<file path="src/rtl/cocd_pkg.sv">
package cocd_pkg;

  // ****************************************************************
  // Image layout
  // ****************************************************************
  localparam int unsigned CTRL_W      = 8;
  localparam int unsigned CMD_W       = 16;
  localparam int unsigned REAL_W      = 32;

  localparam logic [3:0] OFS_ACTION   = 4'h0;
  localparam logic [3:0] OFS_OUTPUT   = 4'h1;
  localparam logic [3:0] OFS_COMMAND  = 4'h2;
  localparam logic [3:0] OFS_VALUE    = 4'h4;
  localparam logic [3:0] OFS_SPARE_A  = 4'h8;
  localparam logic [3:0] OFS_SPARE_B  = 4'hc;

  // Action byte bit positions.
  localparam int unsigned BIT_TARE      = 0;
  localparam int unsigned BIT_UNTARE    = 1;
  localparam int unsigned BIT_CLR_EXT   = 2;
  localparam int unsigned BIT_CLR_LIM1  = 3;
  localparam int unsigned BIT_CLR_LIM2  = 4;
  localparam int unsigned BIT_ADC_STOP  = 7;

  // Output and enable byte bit positions.
  localparam int unsigned BIT_CFG_CLR   = 0;
  localparam int unsigned BIT_SW_A      = 1;
  localparam int unsigned BIT_SW_B      = 2;
  localparam int unsigned BIT_BUS_EN    = 7;

  localparam logic [CTRL_W-1:0] HELD_RESET = 8'h00;
  localparam logic [CMD_W-1:0]  CMD_IDLE   = 16'h0000;

  // Command codes.
  localparam logic [CMD_W-1:0] CMD_TARE_U = 16'h0001;
  localparam logic [CMD_W-1:0] CMD_LOWA_U = 16'h0002;
  localparam logic [CMD_W-1:0] CMD_LOWA_V = 16'h0003;
  localparam logic [CMD_W-1:0] CMD_UPA_U  = 16'h0004;
  localparam logic [CMD_W-1:0] CMD_UPA_V  = 16'h0005;
  localparam logic [CMD_W-1:0] CMD_LOWB_U = 16'h0006;
  localparam logic [CMD_W-1:0] CMD_LOWB_V = 16'h0007;
  localparam logic [CMD_W-1:0] CMD_UPB_U  = 16'h0008;
  localparam logic [CMD_W-1:0] CMD_UPB_V  = 16'h0009;

  typedef enum logic [3:0] {
    TGT_NONE   = 4'b0000,
    TGT_TARE_U = 4'b0001,
    TGT_LOWA_U = 4'b0010,
    TGT_LOWA_V = 4'b0011,
    TGT_UPA_U  = 4'b0100,
    TGT_UPA_V  = 4'b0101,
    TGT_LOWB_U = 4'b0110,
    TGT_LOWB_V = 4'b0111,
    TGT_UPB_U  = 4'b1000,
    TGT_UPB_V  = 4'b1001
  } cocd_target_t;

  // One block of the cyclic output image, offset 0 in the low bits.
  typedef struct packed {
    logic [REAL_W-1:0] spareB;
    logic [REAL_W-1:0] spareA;
    logic [REAL_W-1:0] commandValue;
    logic [CMD_W-1:0]  writeCommand;
    logic [CTRL_W-1:0] outputAndEnableBits;
    logic [CTRL_W-1:0] actionBits;
  } cocd_image_t;

  // One-cycle action pulses toward the measurement channel.
  typedef struct packed {
    logic tare;
    logic untare;
    logic clrExtremeValueStore;
    logic clrPeakHold;
    logic clrLimitOutput1;
    logic clrLimitOutput2;
    logic clrConfigError;
  } cocd_action_t;

  // A decoded value write.
  typedef struct packed {
    logic              write;
    cocd_target_t      target;
    logic [REAL_W-1:0] value;
  } cocd_write_t;

endpackage

</file>
<file path="src/rtl/cocd_edge_hold.sv">
`timescale 1ns/1ps

module cocd_edge_hold #(
  parameter int unsigned W = 8
) (
  // Clock and reset
  input  wire logic         mclk,
  input  wire logic         rst_b,
  // Received value
  input  wire logic         sample,
  input  wire logic [W-1:0] value,
  // Comparison results
  output logic      [W-1:0] held,
  output logic      [W-1:0] rise
);

  logic [W-1:0] held_q;

  // Held copy of the last sampled value; cleared at reset so a bit that is
  // already high in the first image counts as a rising edge.
  always_ff @(posedge mclk or negedge rst_b)
  begin
    if (!rst_b)
      held_q <= '0;
    else if (sample)
      held_q <= value;
  end

  genvar i;
  generate
    for (i = 0; i < W; i++)
    begin : g_rise
      assign rise[i] = value[i] & ~held_q[i];
    end
  endgenerate

  assign held = held_q;

endmodule

</file>
<file path="src/rtl/cocd_block_decoder.sv">
`timescale 1ns/1ps
// Overview of operation
// - Action bit 0 rising runs tare once; a held-high bit does nothing more.
// - Action bit 1 rising cancels the active tare.
// - Coupler block: action bit 2 rising clears the extreme value store.
// - Channel block: action bit 2 rising clears peak hold and extreme store.
// - Action bits 3 and 4 rising clear limit outputs 1 and 2.
// - Channel block: output byte bit 0 clears config error; action bit 7 stops ADC.
// - Output byte bits 1 and 2 drive switch outputs A and B when set up.
// - Without bus control enable, all control bits and commands are ignored.
// - Command field write happens only on change from idle to a write code.
// - A command write takes its value from the real field at offset 4.
// - Coupler decodes 1,2,4,6,8 in scaled units; odd codes 3..9 are reserved.
// - Channel adds odd codes 3,5,7,9 as limits in volts.
// - Real fields at offsets 8 and 12 carry no function.
// - Image holds coupler block first, then one block per channel in order.

module cocd_block_decoder (
  // Clock and reset
  input  wire logic                  mclk,
  input  wire logic                  rst_b,
  // Block kind: 0 bus coupler, 1 amplifier channel
  input  wire logic                  chanMode,
  // Received image block
  input  wire logic                  imgValid,
  input  wire cocd_pkg::cocd_image_t img,
  // Switch output setup
  input  wire logic                  outputASetup,
  input  wire logic                  outputBSetup,
  // Actions and state
  output cocd_pkg::cocd_action_t     action_q,
  output logic                       adcStop_q,
  output logic                       busControlEnable_q,
  // Switch outputs
  output logic                       switchOutputA_q,
  output logic                       switchOutputB_q,
  output logic                       switchOwnA_q,
  output logic                       switchOwnB_q,
  // Value writes
  output cocd_pkg::cocd_write_t      write_q
);

  // ****************************************************************
  // Decoding
  // ****************************************************************

  // Reserved and unknown codes decode to no target.
  function automatic cocd_pkg::cocd_target_t decodeCmd(
    input logic [cocd_pkg::CMD_W-1:0] code,
    input logic                       chan
  );
    cocd_pkg::cocd_target_t t;
    t = cocd_pkg::TGT_NONE;
    case (code)
      cocd_pkg::CMD_TARE_U: t = cocd_pkg::TGT_TARE_U;
      cocd_pkg::CMD_LOWA_U: t = cocd_pkg::TGT_LOWA_U;
      cocd_pkg::CMD_UPA_U:  t = cocd_pkg::TGT_UPA_U;
      cocd_pkg::CMD_LOWB_U: t = cocd_pkg::TGT_LOWB_U;
      cocd_pkg::CMD_UPB_U:  t = cocd_pkg::TGT_UPB_U;
      cocd_pkg::CMD_LOWA_V: t = chan ? cocd_pkg::TGT_LOWA_V : cocd_pkg::TGT_NONE;
      cocd_pkg::CMD_UPA_V:  t = chan ? cocd_pkg::TGT_UPA_V : cocd_pkg::TGT_NONE;
      cocd_pkg::CMD_LOWB_V: t = chan ? cocd_pkg::TGT_LOWB_V : cocd_pkg::TGT_NONE;
      cocd_pkg::CMD_UPB_V:  t = chan ? cocd_pkg::TGT_UPB_V : cocd_pkg::TGT_NONE;
      default:              t = cocd_pkg::TGT_NONE;
    endcase
    return t;
  endfunction

  logic [cocd_pkg::CTRL_W-1:0] heldAction;
  logic [cocd_pkg::CTRL_W-1:0] riseAction;
  logic [cocd_pkg::CMD_W-1:0]  heldCmd;
  logic                        busEn;
  logic                        take;
  logic                        cmdFire;
  cocd_pkg::cocd_target_t      cmdTarget;

  // The held values advance on every image, enabled or not, so that
  // taking bus control with an action byte bit already high raises no pulse.
  cocd_edge_hold #(
    .W      (cocd_pkg::CTRL_W)
  ) u_action_edge (
    .mclk   (mclk),
    .rst_b  (rst_b),
    .sample (imgValid),
    .value  (img.actionBits),
    .held   (heldAction),
    .rise   (riseAction)
  );

  cocd_edge_hold #(
    .W      (cocd_pkg::CMD_W)
  ) u_cmd_hold (
    .mclk   (mclk),
    .rst_b  (rst_b),
    .sample (imgValid),
    .value  (img.writeCommand),
    .held   (heldCmd),
    .rise   ()
  );

  assign busEn     = img.outputAndEnableBits[cocd_pkg::BIT_BUS_EN];
  assign take      = imgValid & busEn;
  assign cmdTarget = decodeCmd(img.writeCommand, chanMode);
  // Spare fields at offsets 8 and 12 are never read.
  assign cmdFire   = take && (heldCmd == cocd_pkg::CMD_IDLE)
                     && (cmdTarget != cocd_pkg::TGT_NONE);

  // ****************************************************************
  // Action pulses
  // ****************************************************************

  // Only the named bits are looked at; bits 5 and 6 and the unused
  // output byte bits have no path into any action.
  always_ff @(posedge mclk or negedge rst_b)
  begin
    if (!rst_b)
      action_q <= '0;
    else
    begin
      action_q.tare                 <= take & riseAction[cocd_pkg::BIT_TARE];
      action_q.untare               <= take & riseAction[cocd_pkg::BIT_UNTARE];
      action_q.clrExtremeValueStore <= take & riseAction[cocd_pkg::BIT_CLR_EXT];
      action_q.clrPeakHold          <= take & chanMode
                                       & riseAction[cocd_pkg::BIT_CLR_EXT];
      action_q.clrLimitOutput1      <= take & riseAction[cocd_pkg::BIT_CLR_LIM1];
      action_q.clrLimitOutput2      <= take & riseAction[cocd_pkg::BIT_CLR_LIM2];
      action_q.clrConfigError       <= take & chanMode
                                       & img.outputAndEnableBits[cocd_pkg::BIT_CFG_CLR];
    end
  end

  // ADC stop is a level; without bus control the last setting stands.
  always_ff @(posedge mclk or negedge rst_b)
  begin
    if (!rst_b)
      adcStop_q <= 1'b0;
    else if (take)
      adcStop_q <= chanMode & img.actionBits[cocd_pkg::BIT_ADC_STOP];
  end

  always_ff @(posedge mclk or negedge rst_b)
  begin
    if (!rst_b)
      busControlEnable_q <= 1'b0;
    else if (imgValid)
      busControlEnable_q <= busEn;
  end

  // ****************************************************************
  // Switch outputs
  // ****************************************************************

  // Ownership tells the output stage whether the bus or local logic
  // drives the switch; the level is kept while the bus does not own it.
  always_ff @(posedge mclk or negedge rst_b)
  begin
    if (!rst_b)
    begin
      switchOwnA_q    <= 1'b0;
      switchOwnB_q    <= 1'b0;
      switchOutputA_q <= 1'b0;
      switchOutputB_q <= 1'b0;
    end
    else if (imgValid)
    begin
      switchOwnA_q <= busEn & outputASetup;
      switchOwnB_q <= busEn & outputBSetup;
      if (busEn && outputASetup)
        switchOutputA_q <= img.outputAndEnableBits[cocd_pkg::BIT_SW_A];
      if (busEn && outputBSetup)
        switchOutputB_q <= img.outputAndEnableBits[cocd_pkg::BIT_SW_B];
    end
  end

  // ****************************************************************
  // Value writes
  // ****************************************************************

  // Target and value stand until the next write so a slow consumer can
  // still read them after the one-cycle strobe.
  always_ff @(posedge mclk or negedge rst_b)
  begin
    if (!rst_b)
    begin
      write_q.write  <= 1'b0;
      write_q.target <= cocd_pkg::TGT_NONE;
      write_q.value  <= '0;
    end
    else
    begin
      write_q.write <= cmdFire;
      if (cmdFire)
      begin
        write_q.target <= cmdTarget;
        write_q.value  <= img.commandValue;
      end
    end
  end
endmodule

</file>
<file path="config.mk">
export PLATFORM = sky130hd
export DESIGN_NAME = cocd_block_decoder
export DESIGN_NICKNAME = d
export VERILOG_FILES = /design/src/rtl/cocd_pkg.sv /design/src/rtl/cocd_edge_hold.sv /design/src/rtl/cocd_block_decoder.sv
export SDC_FILE = /design/constraint.sdc
export NUM_CORES = 1
export LEC_CHECK = 0
export BUFFER_PORTS_ARGS = -buffer_cell sky130_fd_sc_hd__buf_4
export CAP_MARGIN = 20
export CORE_AREA = 2 2 86 88
export DETAILED_ROUTE_END_ITERATION = 10
export DIE_AREA = 0 0 88 90
export GPL_TIMING_DRIVEN = 0
export PLACE_DENSITY = 0.77
export SYNTH_ARGS = -nofsm -noshare
export SYNTH_HDL_FRONTEND = slang
export SYNTH_SLANG_ARGS = --single-unit
export TNS_END_PERCENT = 50
</file>
<file path="constraint.sdc">
create_clock -name mclk -period 2.3 [get_ports mclk]
set_input_delay 0.46 -clock mclk [delete_from_list [all_inputs] [get_ports mclk]]
set_output_delay 0.46 -clock mclk [all_outputs]
set_load 0.02 [all_outputs]
</file>
======== After elaboration in Yosys (flattened, before gate mapping) ========
Index checks and enable logic that the tools add are counted.
word-level totals
  register bits after elaboration ......... 71
  input port bits ......................... 134
  logic and storage cells ................. 62
cells by class
  eq/ne operators ......................... 9
  muxes and demuxes ....................... 5
  bitwise gates (word level) .............. 22
  reduce and logical (&&, ||, !) cells .... 8
operators with widths
  cell                                            count
  == test 16 x 3 -> 1 bit, second input constant  4
  case mux 4 bit (9 select lines)                 1
  == test 16 x 2 -> 1 bit, second input constant  2
  == test 16 x 4 -> 1 bit, second input constant  2
  AND 1 bit                                       17
  == test 16 x 1 -> 1 bit, second input constant  1
  zero test 16 bit                                1
  two-way mux 3 bit                               2
  NOT 1 bit                                       5
  logical AND 1 bit                               4
  two-way mux 4 bit                               1
  AND reduction 2 bit                             2
  nonzero test 4 bit                              1
  two-way mux 2 bit                               1

======== Logic depth before layout (Yosys ltp) ========
Gate-level depths: netlist of the first run.
  word-level depth ........................ 4
  gate-level depth with buffers ........... 6
  gate-level depth less buffers ........... 4

======== Cells and area by module ========
From an unflattened synthesis of the first run, not the netlist that was laid out.
second synthesis, totals
  cell total of the unflattened synthesis .. 212
  area total of the unflattened synthesis .. 3260.6 um^2
by module, submodules not included
  module                           instances  cells each  area an instance (um^2)  sequential area each (um^2)
  cocd_block_decoder               1          137         2129.5                   1251.2
  cocd_edge_hold at u_cmd_hold     1          50          749.5                    400.4
  cocd_edge_hold at u_action_edge  1          25          381.6                    200.2

======== Worst setup path after synthesis of the first run ========
Ideal clock, no wire load.
  kind .................................... input to register
  from .................................... input imgValid
  to ...................................... register write_q[10] (netlist name)
  setup time .............................. 0.125 ns
  arrival time ............................ 1.930 ns
  required time ........................... 2.175 ns
  path slack .............................. 0.245 ns
  cell stages on the path ................. 6
  path buffers ............................ 2
  cells stage by stage .................... buf_2 and2_1 nand2_1 nor4_4 buf_6 mux2_2
on the way
  cells in the longest elaborated chain, start to end .. 3
ends and longest elaborated chain
  element             RTL line                   source
  start: declaration  cocd_block_decoder.sv:25   input wire logic imgValid,
  AND 1 bit           cocd_block_decoder.sv:102  assign take = imgValid & busEn;
  logical AND 1 bit   cocd_block_decoder.sv:105  assign cmdFire = take && (heldCmd == cocd_pkg::CMD_IDLE)
  logical AND 1 bit   cocd_block_decoder.sv:106  && (cmdTarget != cocd_pkg::TGT_NONE);
  end: declaration    cocd_block_decoder.sv:40   output cocd_pkg::cocd_write_t write_q
No other way between the ends.
A chain may end at the register's enable or synchronous reset.

======== Worst setup path in the final report of the first run ========
  from .................................... register u_cmd_hold.held_q[13], in the netlist u_cmd_hold.held[13]
  to ...................................... register write_q[10] (netlist name)
on the way
  cells in the longest elaborated chain, start to end .. 3
ends and longest elaborated chain
  element                   RTL line                   source
  start: declaration        cocd_edge_hold.sv:17       logic [W-1:0] held_q;
  start signal: assignment  cocd_edge_hold.sv:26       held_q <= value;
  zero test 16 bit          cocd_block_decoder.sv:105
  logical AND 1 bit         cocd_block_decoder.sv:105
  logical AND 1 bit         cocd_block_decoder.sv:106
No other way between the ends.

==> run summary, run 1 <==
DIE HEIGHT -> 90 um
fin cells -> 422
ys async rst share -> 1.00
CORE AREA -> 7020 um2
CP Capture Type -> register
reg2reg end -> write_q[10]
critical setup path kind -> reg -> reg
Tightest Pin Transition -> 868 ps
ys flop type -> dfrtp_1
Synth area leaders -> dfrtp_1 (63%), mux2_2 (21%), nor4_1 (2.0%), nor3b_1 (1.9%), mux2_1 (1.6%)
fmax -> 459 MHz
placed cell count -> 404
largest net degree at the start of global routing -> 72
most frequent cell after synthesis -> dfrtp_1
drt first pass iters -> 4
Worst-Skew Late Latency -> 330 ps
Crit. Startpoint -> u_cmd_hold.held[13]
Final nets -> 452
Initial Util -> 0.402
fin util -> 0.571
overall routed net length -> 5970 um
CTS tree -> yes
crit path capture -> write_q[10]
EDFF count, synth -> 0
CP Max Fanout -> 10
first-pass GRT wire length -> 9540 um
DIE AREA -> 7920 um2
Layout Skew -> 7.60 ps
Via density -> 4.78
clk buf depth -> 2
Setup TNS -> 0 ps
Psw -> 0.568 mW
GPL Wtd Cong -> 0.819
P_leak -> 2.01 nW
Die Width -> 88 um
row cnt -> 31
Max Cap Viol -> 0
power consumption -> 2.62 mW
Rel. slew slack -> 0.421
post-CTS resize count -> 0
Yosys reg bits -> 71
global routing's busiest layer -> met2
Post-DRT Antenna Nets -> 0
Syn Area/Cell -> 14.6 um2
number of buffers created by CTS -> 9
Final WS setup -> 123 ps
power share of the combinational group -> 0.096
RSZ-0062 raised after global routing -> no
dpl ws -> -122 ps
Peak VDD IR -> 430 uV
Ant. Diodes -> 0
Netlist cell types -> 26
total via count in the routed design -> 2017
layout cells sized above 1 -> 0.573
dpl hpwl -> 4490 um
Syn Nets -> 327
Arrival @ worst endpoint -> 2390 ps
Hold WC Path Type -> in -> async
Clock Pin Slew Worst Setup and Hold Paths -> 70 ps
root buf cell -> clkbuf_8
PD cells -> 653 nW/um2
Reg power frac -> 0.508
element type at the critical path start -> register
Syn. warnings -> 0
P&R area growth vs syn -> 41.9%
total track usage -> 0.155
Synth Cell Area -> 2830 um2
flop-to-flop setup slack -> 120 ps
WL/cell -> 14.1 um
I/O pin count -> 184
Mapped Cells -> 193
Post-CTS Hold Fix Bufs -> 0
CTS H-tree depth -> 3
Hold Fails Final Rpt -> 0
final-report setup violation count -> 0
final-report max-slew violation count -> 0
initial antenna violation count -> 0
Critical R2R Launch -> u_cmd_hold.held[13]
Congestion Overflow GR -> 0
Port Buffer Count -> 112
Initial DRC Count -> 57
met1 usage -> 0.199
Clock Power Share -> 0.396
met3 track demand over resource -> 0.0441
Sw Share -> 0.217
number of global-route vias before repair -> 2000
Int Power -> 2.05 mW
CTS Sinks -> 71
area leader, netlist -> dfrtp_1
status -> completed
met2 Use GR -> 0.246
register area share after synthesis -> 0.629
Commonest cells post-synth -> dfrtp_1 (71), mux2_2 (52), nor4_1 (9), nand2_1 (8)
Critical Path RT -> 2510 ps
Min Clock Period, post-route -> 2180 ps
Synth top area share -> 0.629
reg2reg path depth -> 6
period utilization -> 0.946
drt drc -> 0
## cell usage in the layout (no fill, tap or decap), drive strengths merged, types with 2 or more instances in the layout
cell type,instances
a21oi,2
buf,120
bufinv,2
clkbuf,12
clkinv,2
dfrtp,71
inv,5
mux2,56
nand2,8
nand2b,2
nand3,3
nand4,3
nor3,2
nor3b,7
nor4,11
o21ai,7
or4,3
## worst min-delay path by stage
stage	endpoint	slack [ps]	depth (start not counted)
4_1_cts	write_q[17]	270	1
2_1_floorplan	action_q[0]	160	0
3_5_place_dp	action_q[6]	420	1
5_1_grt	write_q[18]	310	1
6_report	write_q[18]	250	1
3_3_place_gp	action_q[5]	410	1
## worst max-delay path: stages, from the launching register on
cell and delay [ps]:
dfrtp_1 380, nor4_1 370, nand3_1 290, nor4_4 330, buf_4 190, buf_6 160, mux2_2 340
## flip-flops by register name, summed over array words and instances, names as in the netlist
register	cells
action_q	7
busControlEnable_q	1
adcStop_q	1
switchOwnA_q	1
switchOutputB_q	1
u_action_edge.held	5
switchOwnB_q	1
u_cmd_hold.held	16
switchOutputA_q	1
write_q	37
## cell families (layout without fill, tap and decap cells)
kind of cell / after synthesis / after routing / synth area share
flops: 71 / 71 / 0.629
mux: 56 / 56 / 0.223
simple gates: 42 / 42 / 0.0970
compound gates: 13 / 13 / 0.0279
buf+inv: 11 / 141 / 0.0230
## final cells by class
| class | instances | area (um2) |
|---|---|---|
| plain buffers | 6 | 46.3 |
| clock buffers | 12 | 135 |
| clock inverters | 4 | 70.1 |
| inverters | 5 | 18.8 |
| well taps | 99 | 124 |
| multi-input cells | 111 | 983 |
| repair buffers | 114 | 856 |
| flip-flops and latches | 71 | 1780 |
| fillers | 593 | 3010 |
## power groups by stage
| stage | Combinational, mW | Clock (mW) | Sequential, mW |
|---|---|---|---|
| global route | 0.277 | 1.13 | 1.33 |
| finish | 0.253 | 1.04 | 1.33 |
| global placement | 0.251 | 0 | 1.35 |
| floorplan | 0.0780 | 0 | 1.37 |
| CTS | 0.257 | 1.07 | 1.33 |
| detailed placement | 0.256 | 0 | 1.35 |
## routing by layer
metal	part of all wire	up-vias	wire length (um)
li1	-	956	-
met1	0.43	961	2570
met2	0.47	90	2830
met3	0.080	10	480
met4	0.015	0	91
met5	0	-	0
## metrics by stage
stage	hold WS [ps]	instance area [um2]
after floorplan	164	2830
after global placement	411	3790
after detailed placement	419	3790
after CTS	265	4000
after global routing	315	4010
final	247	4010
## timing repair
action | CTS | global route
endpoints found under the setup margin | 27 | 28
setup buffers | 0 | 2
pin swaps | 1 | 1
Power figures use the tool's default switching activity.
==> run 2, diff against run 1 <==
clock period = 2.1 ns   (was 2.3 ns; I/O delays follow)
==> run summary, run 2 (synthesis gave the netlist of run 1 again) <==
Largest Register -> write_q
Critical Path RT -> 2310 ps (-200 ps)
fmax -> 506 MHz
final-report max-slew violation count -> 0 (unchanged)
dpl ws -> -282 ps (-160 ps)
final-report setup violation count -> 0 (unchanged)
CTS Sinks -> 71 (unchanged)
Initial Util -> 0.402 (unchanged)
PD cells -> 713 nW/um2 (+9.2%)
number of buffers created by CTS -> 9 (unchanged)
Psw -> 0.626 mW (+10%)
drt first pass iters -> 4 (unchanged)
total via count in the routed design -> 2020 (+0.15%)
largest net degree at the start of global routing -> 72 (unchanged)
P_leak -> 2.01 nW (about the same)
WL/cell -> 14.1 um (-0.13%)
row cnt -> 31 (unchanged)
Arrival @ worst endpoint -> 2190 ps (-200 ps)
Hold WC Path Type -> in -> async
root buf cell -> clkbuf_8
commonest non-fill, non-tap cell in the layout -> buf_4
power share of the combinational group -> 0.097 (about the same)
Layout Skew -> 8.71 ps (+1.12 ps)
Die Width -> 88 um (unchanged)
P&R area growth vs syn -> 42.6%
Min Clock Period, post-route -> 1980 ps
CP Max Fanout -> 10 (unchanged)
routed wl met2 -> 2830 um (unchanged)
initial antenna violation count -> 0 (unchanged)
Clock Pin Slew Worst Setup and Hold Paths -> 70 ps (about the same)
Clock Power Share -> 0.396 (about the same)
Via density -> 4.79 (+0.15%)
wire length on met3 -> 503 um (+4.8%)
Int Power -> 2.25 mW (+9.6%)
uppermost layer routed -> met4
Congestion Overflow GR -> 0 (unchanged)
DIE HEIGHT -> 90 um (unchanged)
Sw Share -> 0.218 (+0.000838)
RSZ-0062 raised after global routing -> no
CTS H-tree depth -> 3 (unchanged)
layout cells sized above 1 -> 0.582 (+0.00929)
drt drc -> 0 (unchanged)
I/O pin count -> 184 (unchanged)
Final nets -> 452 (unchanged)
Setup TNS -> 0 ps (unchanged)
Hold Fails Final Rpt -> 0 (unchanged)
Post-DRT Antenna Nets -> 0 (unchanged)
CTS tree -> yes
Reg power frac -> 0.507 (about the same)
Rel. slew slack -> 0.427 (+0.00599)
total track usage -> 0.155 (+0.000380)
power consumption -> 2.87 mW (+9.7%)
Max Cap Viol -> 0 (unchanged)
WL met1 -> 2540 um (-1.2%)
number of global-route vias before repair -> 2008 (+0.40%)
DIE AREA -> 7920 um2 (unchanged)
Tightest Pin Transition -> 859 ps (-8.98 ps)
element type at the critical path start -> primary input
first-pass GRT wire length -> 9560 um (+0.22%)
critical setup path kind -> in -> reg
Port Buffer Count -> 112 (unchanged)
GPL Wtd Cong -> 0.819 (unchanged)
clk buf depth -> 2 (unchanged)
overall routed net length -> 5960 um (-0.13%)
period utilization -> 0.942
status -> completed
CP Capture Type -> register
Worst-Skew Late Latency -> 330 ps (about the same)
Fin Hold WS -> 202 ps (-45.1 ps)
leading cell types in the layout, fill and taps excluded -> buf_4 (114), dfrtp_1 (71), mux2_2 (52), clkbuf_8 (9), nand2_1 (8)
dpl hpwl -> 4490 um (unchanged)
Ant. Diodes -> 0 (unchanged)
Final WS setup -> 122 ps (-0.949 ps)
Peak VDD IR -> 471 uV (+9.6%)
Initial DRC Count -> 46 (-19%)
CORE AREA -> 7020 um2 (unchanged)
max reg flops -> 37 (unchanged)
## run 2: cell counts in the layout (fill, tap and decap cells not counted)
No cell type changed its count.
## run 2: timing repair
action                                  4_1_cts  5_1_grt
pin swaps                                     1        0
setup buffers                                 2        0
endpoints found under the setup margin       32       33
hold buffers                                  0        0
resized for setup                             0        3
gates cloned                                  0        0
## run 2: worst paths after layout
check | depth (start not counted) | end | slack [ps] | start
min in group mclk | 2 | write_q[26] | 300 | img[58]
worst max register to register | 6 | write_q[10] | 140 | u_cmd_hold.held[3]
max in group asynchronous | 1 | action_q[6] | 1340 | rst_b
worst max-delay path | 7 | write_q[10] | 120 | img[21]
worst min register to register | 1 | action_q[1] | 430 | u_action_edge.held[4]
worst min-delay path | 1 | write_q[18] | 200 | rst_b
## run 2: metrics by stage
step / utilization / cells / instance area (um2)
after floorplan: - / 193 / 2830
after global placement: 0.540 / 404 / 3790
after detailed placement: 0.540 / 404 / 3790
after CTS: 0.571 / 422 / 4010
after global routing: 0.574 / 422 / 4030
final: 0.574 / 422 / 4030
## run 2: metal layers
layer	track usage	vias to the layer above
li1	-	955
met1	0.200	966
met2	0.246	89
met3	0.0441	10
met4	0.0615	0
met5	0	-
## run 2: final cells by class
cell class | instances | area [um2]
clock buffer | 12 | 135
clock inverter | 4 | 70.1
sequential | 71 | 1780
multi-input combinational | 111 | 1000
inverter | 5 | 18.8
tap | 99 | 124
fill | 590 | 2990
buffer | 6 | 46.3
timing repair buffer | 114 | 856
## run 2: power by group through the flow
stage | logic [mW] | clock network [mW] | registers (mW)
4_1_cts | 0.281 | 1.17 | 1.46
5_1_grt | 0.305 | 1.23 | 1.46
3_3_place_gp | 0.275 | 0 | 1.48
6_report | 0.278 | 1.14 | 1.46
2_1_floorplan | 0.0854 | 0 | 1.50
3_5_place_dp | 0.281 | 0 | 1.48
## run 2: worst max-delay path, cell delays in order
cell	delay (ps)
buf_4	120
nor4_2	430
nand4_1	240
nor4_4	310
buf_4	180
buf_6	150
mux2_2	340
==> run 3, diff against run 2 <==
--- a/config.mk
+++ b/config.mk
@@ -8,7 +8,7 @@
 export BUFFER_PORTS_ARGS = -buffer_cell sky130_fd_sc_hd__buf_4
 export CAP_MARGIN = 20
-export CORE_AREA = 2 2 86 88
+export CORE_AREA = 5 5 89 91
 export DETAILED_ROUTE_END_ITERATION = 10
-export DIE_AREA = 0 0 88 90
+export DIE_AREA = 0 0 94 96
 export GPL_TIMING_DRIVEN = 0
 export PLACE_DENSITY = 0.77
==> constraint.sdc (replaced) <==
create_clock -name mclk -period 2.1 [get_ports mclk]
set_input_delay 0.63 -clock mclk [delete_from_list [all_inputs] [get_ports mclk]]
set_output_delay 0.63 -clock mclk [all_outputs]
set_load 0.02 [all_outputs]
==> run summary, run 3 (synthesis gave the netlist of run 1 again) <==
status -> completed
final-report max-slew violation count -> 0 (unchanged)
Tightest Pin Transition -> 884 ps (+24.4 ps)
DIE AREA -> 9020 um2 (+14%)
placed cell count -> 404 (unchanged)
Reg area -> 1780 um2 (unchanged)
multi-input logic area -> 1010 um2 (+1.2%)
total track usage -> 0.149 (-0.00657)
CTS Sinks -> 71 (unchanged)
element type at the critical path start -> register
I/O pin count -> 184 (unchanged)
CORE AREA -> 7060 um2 (+0.55%)
CTS H-tree depth -> 3 (unchanged)
Congestion Overflow GR -> 0 (unchanged)
reg2reg path depth -> 6 (unchanged)
first-pass GRT wire length -> 10500 um (+9.4%)
number of buffers created by CTS -> 9 (unchanged)
Layout Skew -> 4.82 ps (-3.89 ps)
total via count in the routed design -> 2059 (+1.9%)
final-report setup violation count -> 0 (unchanged)
root buf cell -> clkbuf_8
final instance area -> 4010 um2 (-0.37%)
critical setup path kind -> reg -> reg
dpl ws -> -526 ps (-244 ps)
Max Cap Viol -> 0 (unchanged)
Worst-Skew Late Latency -> 330 ps (about the same)
leading cell types in the layout, fill and taps excluded -> buf_4 (116), dfrtp_1 (71), mux2_2 (52), clkbuf_8 (10)
met1 usage -> 0.183 (-0.0173)
Slowest-stage cell, CP -> dfrtp_1
Final WS setup -> 80.6 ps (-41.6 ps)
flop-to-flop setup slack -> 80 ps (-60 ps)
Via density -> 4.88 (+1.9%)
DIE HEIGHT -> 96 um (+6.7%)
commonest non-fill, non-tap cell in the layout -> buf_4
CP Buf/Inv Count -> 2 (-1)
P_leak -> 2.00 nW (-0.23%)
max incr delay on CP -> 370 ps (-60 ps)
Hold Fails Final Rpt -> 0 (unchanged)
row cnt -> 31 (unchanged)
Initial DRC Count -> 45 (-2.2%)
met3 track demand over resource -> 0.0532 (+0.00909)
Critical Path RT -> 2310 ps (about the same)
Final nets -> 455 (+0.66%)
drt drc -> 0 (unchanged)
met2 Use GR -> 0.243 (-0.00253)
Most Frequent Cell on Critical Path -> buf_6
Placed Area -> 3800 um2 (+0.23%)
Largest Register -> write_q
Hold WC Path Type -> in -> async
Min Clock Period, post-route -> 2020 ps (+41.6 ps)
largest net degree at the start of global routing -> 72 (unchanged)
fin util -> 0.568 (-0.00528)
dpl hpwl -> 4930 um (+9.7%)
Arrival @ worst endpoint -> 2230 ps (+40 ps)
Post-DRT Antenna Nets -> 0 (unchanged)
Fill cells -> 602 (+2.0%)
number of global-route vias before repair -> 2140 (+6.6%)
global routing's busiest layer -> met2
layout cells sized above 1 -> 0.594 (+0.0124)
fin cells -> 422 (unchanged)
Port Buffer Count -> 112 (unchanged)
WL/cell -> 15.7 um (+11%)
Peak VDD IR -> 414 uV (-12%)
initial antenna violation count -> 0 (unchanged)
overall routed net length -> 6630 um (+11%)
reg2reg end -> write_q[29]
CTS tree -> yes
PD cells -> 655 nW/um2 (-8.1%)
Clock Pin Slew Worst Setup and Hold Paths -> 70 ps (about the same)
CP Capture Type -> register
fmax -> 495 MHz (-2.1%)
Rel. slew slack -> 0.411 (-0.0163)
Die Width -> 94 um (+6.8%)
Critical R2R Launch -> u_cmd_hold.held[0]
drt first pass iters -> 4 (unchanged)
CP Max Fanout -> 10 (unchanged)
period utilization -> 0.962 (+0.0198)
Ant. Diodes -> 0 (unchanged)
crit-path cells -> nor4_1 -> nand2_2 -> nor4_4 -> buf_6 -> buf_6 -> mux2_2
P&R area growth vs syn -> 42.0%
Top Family by Delay on Critical Path -> simple AND/OR/NAND/NOR gates
Initial Util -> 0.400 (-0.00221)
Setup TNS -> 0 ps (unchanged)
clk buf depth -> 2 (unchanged)
max reg flops -> 37 (unchanged)
GPL Wtd Cong -> 0.831 (+1.5%)
[run 3: per-layer routing]
metal	wire, um	part of all wire	up-vias
met1	2700	0.41	1010
met4	92	0.014	0
met2	3300	0.50	76
li1	-	-	965
met3	535	0.081	8
met5	0	0	-
[run 3: metrics by stage]
step	power, mW	hold WS (ps)
2_1_floorplan	1.58	334
3_3_place_gp	1.75	410
3_5_place_dp	1.77	415
4_1_cts	2.67	424
5_1_grt	2.76	448
6_report	2.63	422
[run 3: what timing repair did]
action	in CTS	in global routing
endpoints found under the setup margin	32	32
pin swaps	2	4
hold buffers	0	0
setup buffers	3	2
gates resized for setup	0	7
[run 3: area by class of cell]
type | instances | area share
Tap cell | 99 | 0.0309
Inverter | 5 | 0.00468
Sequential cell | 71 | 0.443
Clock inverter | 2 | 0.00249
Multi-Input combinational cell | 111 | 0.253
Buffer | 6 | 0.0115
Clock buffer | 11 | 0.0352
Timing Repair Buffer | 117 | 0.220
[run 3: how the worst max path moves through the flow]
stage | end | cells past startpoint | start
after floorplan | write_q[10] | 5 | img[21]
after global placement | write_q[29] | 6 | img[17]
after detailed placement | write_q[24] | 6 | img[17]
after CTS | write_q[29] | 7 | img[17]
after global routing | write_q[10] | 6 | u_cmd_hold.held[0]
final | write_q[29] | 6 | u_cmd_hold.held[0]
[run 3: power breakdown]
group	switching (mW)	total [mW]	internal (mW)
clock	0.450	0.887	0.438
sequential	0.0320	1.46	1.43
combinational	0.128	0.283	0.155
